==> config.mk <==
export PLATFORM = sky130hd
export DESIGN_NAME = tim_manager
export DESIGN_NICKNAME = d
export VERILOG_FILES = /design/src/tim_pkg.sv /design/src/tim_triplet.sv /design/src/tim_manager.sv
export SDC_FILE = /design/constraint.sdc
export NUM_CORES = 1
export LEC_CHECK = 0
export ABC_CLOCK_PERIOD_IN_PS = 4750
export BUFFER_PORTS_ARGS = -buffer_cell sky130_fd_sc_hd__buf_2
export CORE_MARGIN = 10
export CORE_UTILIZATION = 60
export CTS_CLUSTER_DIAMETER = 80
export DETAILED_ROUTE_END_ITERATION = 7
export PLACE_DENSITY = 0.79
export SYNTH_ARGS = -nofsm -noshare
export SYNTH_HDL_FRONTEND = slang
export SYNTH_SLANG_ARGS = --single-unit
==> constraint.sdc <==
create_clock -name REF_CLK_I -period 4.75 [get_ports REF_CLK_I]
set_input_delay 0.95 -clock REF_CLK_I [delete_from_list [all_inputs] [get_ports REF_CLK_I]]
set_output_delay 0.95 -clock REF_CLK_I [all_outputs]
set_load 0.01 [all_outputs]
==> src/tim_pkg.sv <==
// Constants, register map and field layout for the terminal interrupt manager.
// Assumes a host port outside that turns serial host accesses into word strobes.
//
// Notes on behaviour
// - Events with enable bit clear are ignored entirely
// - Enabling later never recognises earlier events
// - Enabled hardware event logs and sets pending bit
// - Only events already enabled when occurring count
// - Output-enabled event asserts the low interrupt line
// - Not output-enabled events: pending and logged only
// - One interrupt line shared by all three triplets
// - Hardware triplet always; terminal triplets when enabled
// - Bits 15..3 hardware, bits 2..1 summaries, bit 0 reads zero
// - Bit 1 set while monitor pending nonzero
// - Bit 2 set while remote pending nonzero
// - Reading a pending register returns then clears it
// - Bits 15..9 count logged interrupts since read
// - Count passes 32, saturates at 127
// - Reading count register clears the count
// - Circular 64-word log held in RAM
// - Two words per interrupt, pointer steps two, wraps
// - Reset reads count zero, pointer at buffer start
// - Hardware address word zero except parity fail address
`default_nettype none

package tim_pkg;
	localparam logic [5:0] TIM_REG_HW_PEND = 6'h06;
	localparam logic [5:0] TIM_REG_MON_PEND = 6'h08;
	localparam logic [5:0] TIM_REG_RT_PEND = 6'h09;
	localparam logic [5:0] TIM_REG_COUNT_LOG = 6'h0a;
	localparam logic [5:0] TIM_REG_HW_EN = 6'h0f;
	localparam logic [5:0] TIM_REG_HW_OEN = 6'h13;
	localparam logic [15:0] TIM_LOG_BASE = 16'h0180;
	localparam logic [15:0] TIM_LOG_LAST = 16'h01bf;
	localparam int TIM_LOG_WORDS = 64;
	localparam logic [5:0] TIM_LOG_STEP = 6'h02;
	localparam logic [6:0] TIM_CNT_MAX = 7'h7f;
	localparam logic [6:0] TIM_CNT_ONE = 7'h01;
	localparam int TIM_CNT_LSB = 9;
	localparam int TIM_HW_LSB = 3;
	localparam int TIM_MON_BIT = 1;
	localparam int TIM_RT_BIT = 2;
	localparam int TIM_SPARE_BIT = 0;
	localparam int TIM_PARITY_BIT = 15;
	localparam logic [15:0] TIM_ZERO = 16'h0000;
	localparam logic [15:0] TIM_HW_EN_RST = 16'h0000;
	localparam logic [15:0] TIM_HW_OEN_RST = 16'h0000;
	typedef enum logic [1:0] {
		TIM_LOG_IDLE = 2'b00,
		TIM_LOG_IDENT = 2'b01,
		TIM_LOG_ADDR = 2'b10
	} tim_log_state_t;
endpackage : tim_pkg

`default_nettype wire

==> src/tim_triplet.sv <==
// One enable / pending / output-enable triplet for a group of event sources.
// Assumes events arrive as one-cycle pulses on the device clock.
`default_nettype none

module tim_triplet (
	input wire logic clk_i,
	input wire logic rst_n_i,
	input wire logic active_i,
	input wire logic [15:0] event_i,
	input wire logic [15:0] enable_i,
	input wire logic [15:0] out_enable_i,
	input wire logic clear_i,
	output logic [15:0] accepted_o,
	output logic [15:0] pending_o,
	output logic irq_want_o
);
	logic [15:0] pend_q;
	logic [15:0] pend_d;

	// Enable is sampled at the event itself, so nothing is remembered while disabled
	assign accepted_o = active_i ? (event_i & enable_i) : tim_pkg::TIM_ZERO;
	// A new event in the clearing cycle survives the read
	assign pend_d = (clear_i ? tim_pkg::TIM_ZERO : pend_q) | accepted_o;

	always_ff @(posedge clk_i or negedge rst_n_i) begin
		if (!rst_n_i) begin
			pend_q <= tim_pkg::TIM_ZERO;
		end else begin
			pend_q <= pend_d;
		end
	end

	assign pending_o = pend_q;
	assign irq_want_o = |(pend_q & out_enable_i);

	pend_hold_a: assert property (@(posedge clk_i) disable iff (!rst_n_i)
		(active_i && |(event_i & enable_i) && !clear_i) |=> ((pend_q & $past(event_i & enable_i))
		== $past(event_i & enable_i))) else $error("accepted event not pending");
	ignore_dis_a: assert property (@(posedge clk_i) disable iff (!rst_n_i)
		(clear_i && !(|accepted_o)) |=> (pend_q == tim_pkg::TIM_ZERO))
		else $error("disabled event or stale bit left pending");
endmodule // tim_triplet

`default_nettype wire

==> src/tim_manager.sv <==
// Interrupt manager top: three triplets, shared low interrupt line, log buffer.
// Assumes the host port supplies one-cycle read and write strobes with a word address.
`default_nettype none

module tim_manager (
	input wire logic REF_CLK_I,
	input wire logic RESETN_I,
	input wire logic RT_ENABLED_I,
	input wire logic MON_ENABLED_I,
	input wire logic [15:3] HW_EVENT_I,
	input wire logic [15:0] PARITY_ADDR_I,
	input wire logic [15:0] RT_EVENT_I,
	input wire logic [15:0] RT_ENABLE_I,
	input wire logic [15:0] RT_OUT_ENABLE_I,
	input wire logic [15:0] RT_ADDR_I,
	input wire logic [15:0] MON_EVENT_I,
	input wire logic [15:0] MON_ENABLE_I,
	input wire logic [15:0] MON_OUT_ENABLE_I,
	input wire logic [15:0] MON_ADDR_I,
	input wire logic HOST_RD_I,
	input wire logic HOST_WR_I,
	input wire logic [5:0] HOST_ADDR_I,
	input wire logic [15:0] HOST_WDATA_I,
	input wire logic LOG_RD_I,
	input wire logic [5:0] LOG_RADDR_I,
	output logic [15:0] HOST_RDATA_O,
	output logic [15:0] LOG_RDATA_O,
	output logic HOST_IRQ_N_O
);
	logic [15:0] hw_en_q;
	logic [15:0] hw_oen_q;
	logic [15:0] hw_acc;
	logic [15:0] rt_acc;
	logic [15:0] mon_acc;
	logic [15:0] hw_pend;
	logic [15:0] rt_pend;
	logic [15:0] mon_pend;
	logic hw_irq;
	logic rt_irq;
	logic mon_irq;
	logic [15:0] hw_ev;
	logic [15:0] hw_view;
	logic [15:0] rdata_d;
	logic [15:0] rdata_q;
	logic irq_n_q;
	logic rd_hw;
	logic rd_rt;
	logic rd_mon;
	logic rd_cnt;
	logic [6:0] cnt_q;
	logic [5:0] ptr_q;
	logic [15:0] log_mem [tim_pkg::TIM_LOG_WORDS];
	logic [15:0] log_rd_q;
	logic any_log;
	logic [15:0] ident_w;
	logic [15:0] addr_w;

	assign rd_hw = HOST_RD_I && (HOST_ADDR_I == tim_pkg::TIM_REG_HW_PEND);
	assign rd_rt = HOST_RD_I && (HOST_ADDR_I == tim_pkg::TIM_REG_RT_PEND);
	assign rd_mon = HOST_RD_I && (HOST_ADDR_I == tim_pkg::TIM_REG_MON_PEND);
	assign rd_cnt = HOST_RD_I && (HOST_ADDR_I == tim_pkg::TIM_REG_COUNT_LOG);
	assign hw_ev = {HW_EVENT_I, 3'b000};

	always_ff @(posedge REF_CLK_I or negedge RESETN_I) begin
		if (!RESETN_I) begin
			hw_en_q <= tim_pkg::TIM_HW_EN_RST;
			hw_oen_q <= tim_pkg::TIM_HW_OEN_RST;
		end else if (HOST_WR_I) begin
			if (HOST_ADDR_I == tim_pkg::TIM_REG_HW_EN) begin
				hw_en_q <= HOST_WDATA_I;
			end
			if (HOST_ADDR_I == tim_pkg::TIM_REG_HW_OEN) begin
				hw_oen_q <= HOST_WDATA_I;
			end
		end
	end

	tim_triplet u_hw (
		.clk_i(REF_CLK_I),
		.rst_n_i(RESETN_I),
		.active_i(1'b1),
		.event_i(hw_ev),
		.enable_i(hw_en_q),
		.out_enable_i(hw_oen_q),
		.clear_i(rd_hw),
		.accepted_o(hw_acc),
		.pending_o(hw_pend),
		.irq_want_o(hw_irq)
	);

	tim_triplet u_rt (
		.clk_i(REF_CLK_I),
		.rst_n_i(RESETN_I),
		.active_i(RT_ENABLED_I),
		.event_i(RT_EVENT_I),
		.enable_i(RT_ENABLE_I),
		.out_enable_i(RT_OUT_ENABLE_I),
		.clear_i(rd_rt),
		.accepted_o(rt_acc),
		.pending_o(rt_pend),
		.irq_want_o(rt_irq)
	);

	tim_triplet u_mon (
		.clk_i(REF_CLK_I),
		.rst_n_i(RESETN_I),
		.active_i(MON_ENABLED_I),
		.event_i(MON_EVENT_I),
		.enable_i(MON_ENABLE_I),
		.out_enable_i(MON_OUT_ENABLE_I),
		.clear_i(rd_mon),
		.accepted_o(mon_acc),
		.pending_o(mon_pend),
		.irq_want_o(mon_irq)
	);

	// Summary bits are live views, so they stay true until the terminal register is read
	always_comb begin
		hw_view = hw_pend;
		hw_view[tim_pkg::TIM_MON_BIT] = |mon_pend;
		hw_view[tim_pkg::TIM_RT_BIT] = |rt_pend;
		hw_view[tim_pkg::TIM_SPARE_BIT] = 1'b0;
	end

	always_comb begin
		rdata_d = tim_pkg::TIM_ZERO;
		case (HOST_ADDR_I)
			tim_pkg::TIM_REG_HW_PEND: rdata_d = hw_view;
			tim_pkg::TIM_REG_MON_PEND: rdata_d = mon_pend;
			tim_pkg::TIM_REG_RT_PEND: rdata_d = rt_pend;
			tim_pkg::TIM_REG_COUNT_LOG:
				rdata_d = {cnt_q, tim_pkg::TIM_LOG_BASE[8:6], ptr_q};
			tim_pkg::TIM_REG_HW_EN: rdata_d = hw_en_q;
			tim_pkg::TIM_REG_HW_OEN: rdata_d = hw_oen_q;
			default: rdata_d = tim_pkg::TIM_ZERO;
		endcase
	end

	always_ff @(posedge REF_CLK_I or negedge RESETN_I) begin
		if (!RESETN_I) begin
			rdata_q <= tim_pkg::TIM_ZERO;
		end else if (HOST_RD_I) begin
			rdata_q <= rdata_d;
		end
	end

	// Registered line: one cycle behind the pending state it reflects
	always_ff @(posedge REF_CLK_I or negedge RESETN_I) begin
		if (!RESETN_I) begin
			irq_n_q <= 1'b1;
		end else begin
			irq_n_q <= !(hw_irq || rt_irq || mon_irq);
		end
	end

	// Log entry: one group per cycle; hardware wins, then remote, then monitor.
	// Simultaneous events of different groups in one cycle log only the winner.
	assign any_log = |{hw_acc, rt_acc, mon_acc};
	always_comb begin
		ident_w = tim_pkg::TIM_ZERO;
		addr_w = tim_pkg::TIM_ZERO;
		if (|hw_acc) begin
			ident_w = hw_acc;
			if (hw_acc[tim_pkg::TIM_PARITY_BIT]) begin
				addr_w = PARITY_ADDR_I;
			end
		end else if (|rt_acc) begin
			ident_w = {rt_acc[15:3], 3'b000};
			ident_w[tim_pkg::TIM_RT_BIT] = 1'b1;
			addr_w = RT_ADDR_I;
		end else if (|mon_acc) begin
			ident_w = {mon_acc[15:3], 3'b000};
			ident_w[tim_pkg::TIM_MON_BIT] = 1'b1;
			addr_w = MON_ADDR_I;
		end
	end

	always_ff @(posedge REF_CLK_I or negedge RESETN_I) begin
		if (!RESETN_I) begin
			ptr_q <= tim_pkg::TIM_LOG_BASE[5:0];
		end else if (any_log) begin
			ptr_q <= ptr_q + tim_pkg::TIM_LOG_STEP;
		end
	end

	always_ff @(posedge REF_CLK_I or negedge RESETN_I) begin
		if (!RESETN_I) begin
			cnt_q <= '0;
		end else if (rd_cnt) begin
			cnt_q <= any_log ? tim_pkg::TIM_CNT_ONE : '0;
		end else if (any_log && cnt_q != tim_pkg::TIM_CNT_MAX) begin
			cnt_q <= cnt_q + tim_pkg::TIM_CNT_ONE;
		end
	end

	// Log words are a plain array, never reset; software reads them via the log port
	always_ff @(posedge REF_CLK_I) begin
		if (any_log) begin
			log_mem[ptr_q] <= ident_w;
			log_mem[ptr_q | 6'h01] <= addr_w;
		end
	end

	always_ff @(posedge REF_CLK_I or negedge RESETN_I) begin
		if (!RESETN_I) begin
			log_rd_q <= tim_pkg::TIM_ZERO;
		end else if (LOG_RD_I) begin
			log_rd_q <= log_mem[LOG_RADDR_I];
		end
	end

	assign HOST_RDATA_O = rdata_q;
	assign LOG_RDATA_O = log_rd_q;
	assign HOST_IRQ_N_O = irq_n_q;
	irq_follow_a: assert property (@(posedge REF_CLK_I) disable iff (!RESETN_I)
		(hw_irq || rt_irq || mon_irq) |=> !HOST_IRQ_N_O) else $error("line not asserted");
	irq_release_a: assert property (@(posedge REF_CLK_I) disable iff (!RESETN_I)
		!(hw_irq || rt_irq || mon_irq) |=> HOST_IRQ_N_O) else $error("line not released");
	low_prio_a: assert property (@(posedge REF_CLK_I) disable iff (!RESETN_I)
		((hw_pend & hw_oen_q) == '0 && !rt_irq && !mon_irq) |=> HOST_IRQ_N_O)
		else $error("low priority drove line");
	rt_summary_a: assert property (@(posedge REF_CLK_I) disable iff (!RESETN_I)
		hw_view[tim_pkg::TIM_RT_BIT] == (rt_pend != '0)) else $error("rt summary wrong");
	mon_summary_a: assert property (@(posedge REF_CLK_I) disable iff (!RESETN_I)
		hw_view[tim_pkg::TIM_MON_BIT] == (mon_pend != '0)) else $error("mon summary wrong");
	ptr_step_a: assert property (@(posedge REF_CLK_I) disable iff (!RESETN_I)
		any_log |=> ptr_q == $past(ptr_q) + tim_pkg::TIM_LOG_STEP) else $error("pointer step");
	ptr_even_a: assert property (@(posedge REF_CLK_I) disable iff (!RESETN_I)
		!ptr_q[0]) else $error("pointer odd");
	cnt_clear_a: assert property (@(posedge REF_CLK_I) disable iff (!RESETN_I)
		(rd_cnt && !any_log) |=> cnt_q == '0) else $error("count not cleared");
	cnt_sat_a: assert property (@(posedge REF_CLK_I) disable iff (!RESETN_I)
		(cnt_q == tim_pkg::TIM_CNT_MAX && !rd_cnt) |=> cnt_q == tim_pkg::TIM_CNT_MAX)
		else $error("count wrapped");
	rt_gate_a: assert property (@(posedge REF_CLK_I) disable iff (!RESETN_I)
		!RT_ENABLED_I |-> rt_acc == '0) else $error("rt triplet active while off");
endmodule // tim_manager

`default_nettype wire

==> results_dict.tcl <==
set metrics [dict create \
    gp_congestion 0.9798 \
    cp.required_ns 5.12 \
    syn_to_final_growth_pct 13.86 \
    dpl.hpwl_um 77250 \
    report.final.setup_viol 0 \
    cts_root_buffer "clkbuf_16" \
    maxCapViolCount 0 \
    p_leak_nw 17.74 \
    ctsHoldBuffers 0 \
    hold_class "input pin to async pin" \
    setup_ws_ns 1.339 \
    die_area_um2 85380 \
    synth.cell_area_um2 44450 \
    synth_edf_count 992 \
    slew_violations 0 \
    peakVddDrop_uv 343.2 \
    fmax_ghz 0.2932 \
    period_share 0.7181 \
    synth.net_count 2533 \
    seq_power_share 0.522 \
    synth_area_leaders "edfxtp_1, mux4_2, dfrtp_1" \
    drt.antenna.violating_nets 0 \
    cts_tree "built" \
    place_ws_ns 0.7448 \
    p_int_mw 17.70 \
    drive_above_1_share 0.2907 \
    grt_pass1_wl_um 183800 \
    tns_ns 0 \
    ys_ff_latch 1114 \
    nets 2830 \
    synth_area_per_cell_um2 19.03 \
    io_buffers 224 \
    worstSetupPathType "register to register" \
    n_fill_cell 4471 \
    hold_viol 0 \
    clk_pin_slew_ns 0.06 \
    crit_fanout 31 \
    tightest_slew_ns 1.238 \
    ys_seq_area_frac 0.7388 \
    grt_max_degree 89 \
    skew_ns 0.02334 \
    cp_num_buf_inv 2 \
    yosysTopAreaCell "edfxtp_1" \
    route.detailed.drc 0 \
    crit_path_top_delay_cell "o31ai_2" \
    r2r-start "hw_en_q[12]" \
    reg2regPathDepth 8 \
    pwr-share-comb 0.129 \
    synth_most_common_cell "edfxtp_1" \
    antenna_found_initial 4 \
    die_width_um 292.2 \
    die_y_um 292.2 \
    diodes 0 \
    grt_overflow 0 \
    ctsResizeCount 0 \
    r2r_setup_slack_ns 1.34 \
    worst_setup_path_start_kind "register" \
    ys_types 55 \
    ys.flop_type "edfxtp_1" \
    critPathTopFamily "simple AND/OR/NAND/NOR gates" \
    run_status "completed" \
    period_needed_ns 3.411 \
    first_pass_iters 5 \
    grt_pass1_vias 26580 \
    cts_num_sinks 1114 \
    core_um2 73210 \
    io_pins 225 \
    postSynthCellCount 2336 \
    power.switching_mw 6.268 \
    r2r-end "log_mem[1][6]" \
    rsz0062_at_grt "no" \
    wire_per_inst_um 34.19 \
    slew_headroom 0.1740 \
    cp_slowest_stage_delay_ns 0.78 \
    clk_latency_ns 0.69 \
    synthTopCellsByCount "edfxtp_1, mux4_2, mux2i_1, dfrtp_1, a22oi_1" \
    power_density_nw_per_um2 473.6 \
    cp.arrival_ns 3.78 \
    fp-row-count 99 \
    cp-end-kind "register" \
    htreeDepth 3 \
    start_util 0.6072 \
    grt.total_usage 0.2946 \
    crit_top_cell "buf_4" \
    async_flop_share 0.1095 \
    clkPwrFrac 0.349 \
    cts_buffer_depth 3 \
    num_vias 25284 \
    swShare 0.2615 \
    ys_warn_count 0 \
    dr.first_iter.drc_count 3442 \
    viasPerCell 6.871 \
    path_cells "nand2_1 > and3_1 > nand4_1 > or4_1 > o31ai_2 > buf_4 > nor2_2 > buf_4" \
    cts-buffers-inserted 106 \
    wl_um 125800 \
    synth_top_area_share 0.6701 \
    cts.repair_timing.setup_buffer_count 0 \
]
[layer usage]
| metal | GRT usage | part of all wire | wire length, um |
|---|---|---|---|
| met1 | 0.3717 | 0.35 | 44500 |
| met2 | 0.4909 | 0.50 | 62280 |
| met3 | 0.06078 | 0.10 | 12880 |
| met4 | 0.1339 | 0.049 | 6139 |
| met5 | 0 | 0.00010 | 13 |
[stage by stage]
| step | std cells | util | hold WS, ns | power (mW) | cell area [um2] |
|---|---|---|---|---|---|
| 2_1_floorplan | 2336 | - | 0.4659 | 14.19 | 44450 |
| 3_3_place_gp | 3484 | 0.6445 | 0.4915 | 15.52 | 47180 |
| 3_5_place_dp | 3484 | 0.6445 | 0.5015 | 15.70 | 47180 |
| 4_1_cts | 3680 | 0.6914 | 0.2780 | 24.01 | 50610 |
| 5_1_grt | 3680 | 0.6914 | 0.2983 | 24.63 | 50610 |
| 6_report | 3680 | 0.6914 | 0.2727 | 23.97 | 50610 |
[cells by family after synthesis]
| family | Yosys count | share of synthesized area |
|---|---|---|
| AND/OR/NAND/NOR | 289 | 0.03150 |
| adder cells (fa/ha/maj) | 5 | 0.001407 |
| buffers and inverters | 175 | 0.01931 |
| multiplexers | 423 | 0.1501 |
| flip-flops | 1114 | 0.7388 |
| XOR/XNOR | 4 | 0.0007883 |
| AO/OA/AOI/OAI | 326 | 0.05804 |
[area by class of cell]
type | count | area [um2] | share of cell area
Sequential cell | 1114 | 32840 | 0.6489
Inverter | 38 | 142.6 | 0.002818
Clock inverter | 66 | 670.6 | 0.01325
Timing Repair Buffer | 326 | 2024 | 0.04000
Tap cell | 959 | 1200 | 0.02371
Clock buffer | 130 | 2763 | 0.05458
Multi-Input combinational cell | 1047 | 10970 | 0.2168
[worst register-to-register path, stage by stage, from the launching register on]
cell and delay [ns]:
dfrtp_1 0.40, nand2_1 0.25, and3_1 0.20, nand4_1 0.12, or4_1 0.64, o31ai_2 0.79, buf_4 0.31, nor2_2 0.05
buf_4 0.32
[flip-flops by register name (all words and copies together), names as in the netlist]
name,cells
LOG_RDATA_O,16
HOST_IRQ_N_O,1
hw_oen_q,16
hw_en_q,16
ptr_q,5
u_mon.pending_o,16
u_rt.pending_o,16
log_mem,992
u_hw.pending_o,13
HOST_RDATA_O,16
cnt_q,7
[worst max path at each step]
stage                      endpoint  depth (start not counted)  slack, ns            from
floorplan            log_mem[0][10]                          7       0.69   RT_EVENT_I[5]
global placement    LOG_RDATA_O[15]                          7       0.85  LOG_RADDR_I[0]
detailed placement  log_mem[13][13]                          8       0.74  RT_ENABLE_I[5]
CTS                 log_mem[12][10]                          7       1.37     hw_en_q[12]
global route        log_mem[13][13]                          7       1.21      hw_en_q[4]
finish                log_mem[1][6]                          8       1.34     hw_en_q[12]
[power by group through the flow]
stage	sequential, mW	combinational (mW)	clock (mW)
after floorplan	12.5	1.70	0
after global placement	12.6	2.91	0
after detailed placement	12.7	3.03	0
after CTS	12.5	3.06	8.43
after global routing	12.6	3.26	8.81
final	12.5	3.08	8.37
[cells in the final DEF, fill, tap and decap left out, types with 35 or more instances in the layout]
master | Yosys | routed
inv_1 | 38 | 38
a221oi_1 | 35 | 35
nand2_1 | 89 | 89
nand3_1 | 44 | 44
dfrtp_1 | 121 | 121
edfxtp_1 | 992 | 992
mux2_2 | 50 | 50
mux4_2 | 190 | 190
buf_4 | 7 | 95
a22oi_1 | 105 | 105
clkbuf_16 | 0 | 106
mux2i_1 | 183 | 183
buf_2 | 30 | 220
a31oi_1 | 36 | 36
Power figures use the tool's default switching activity.
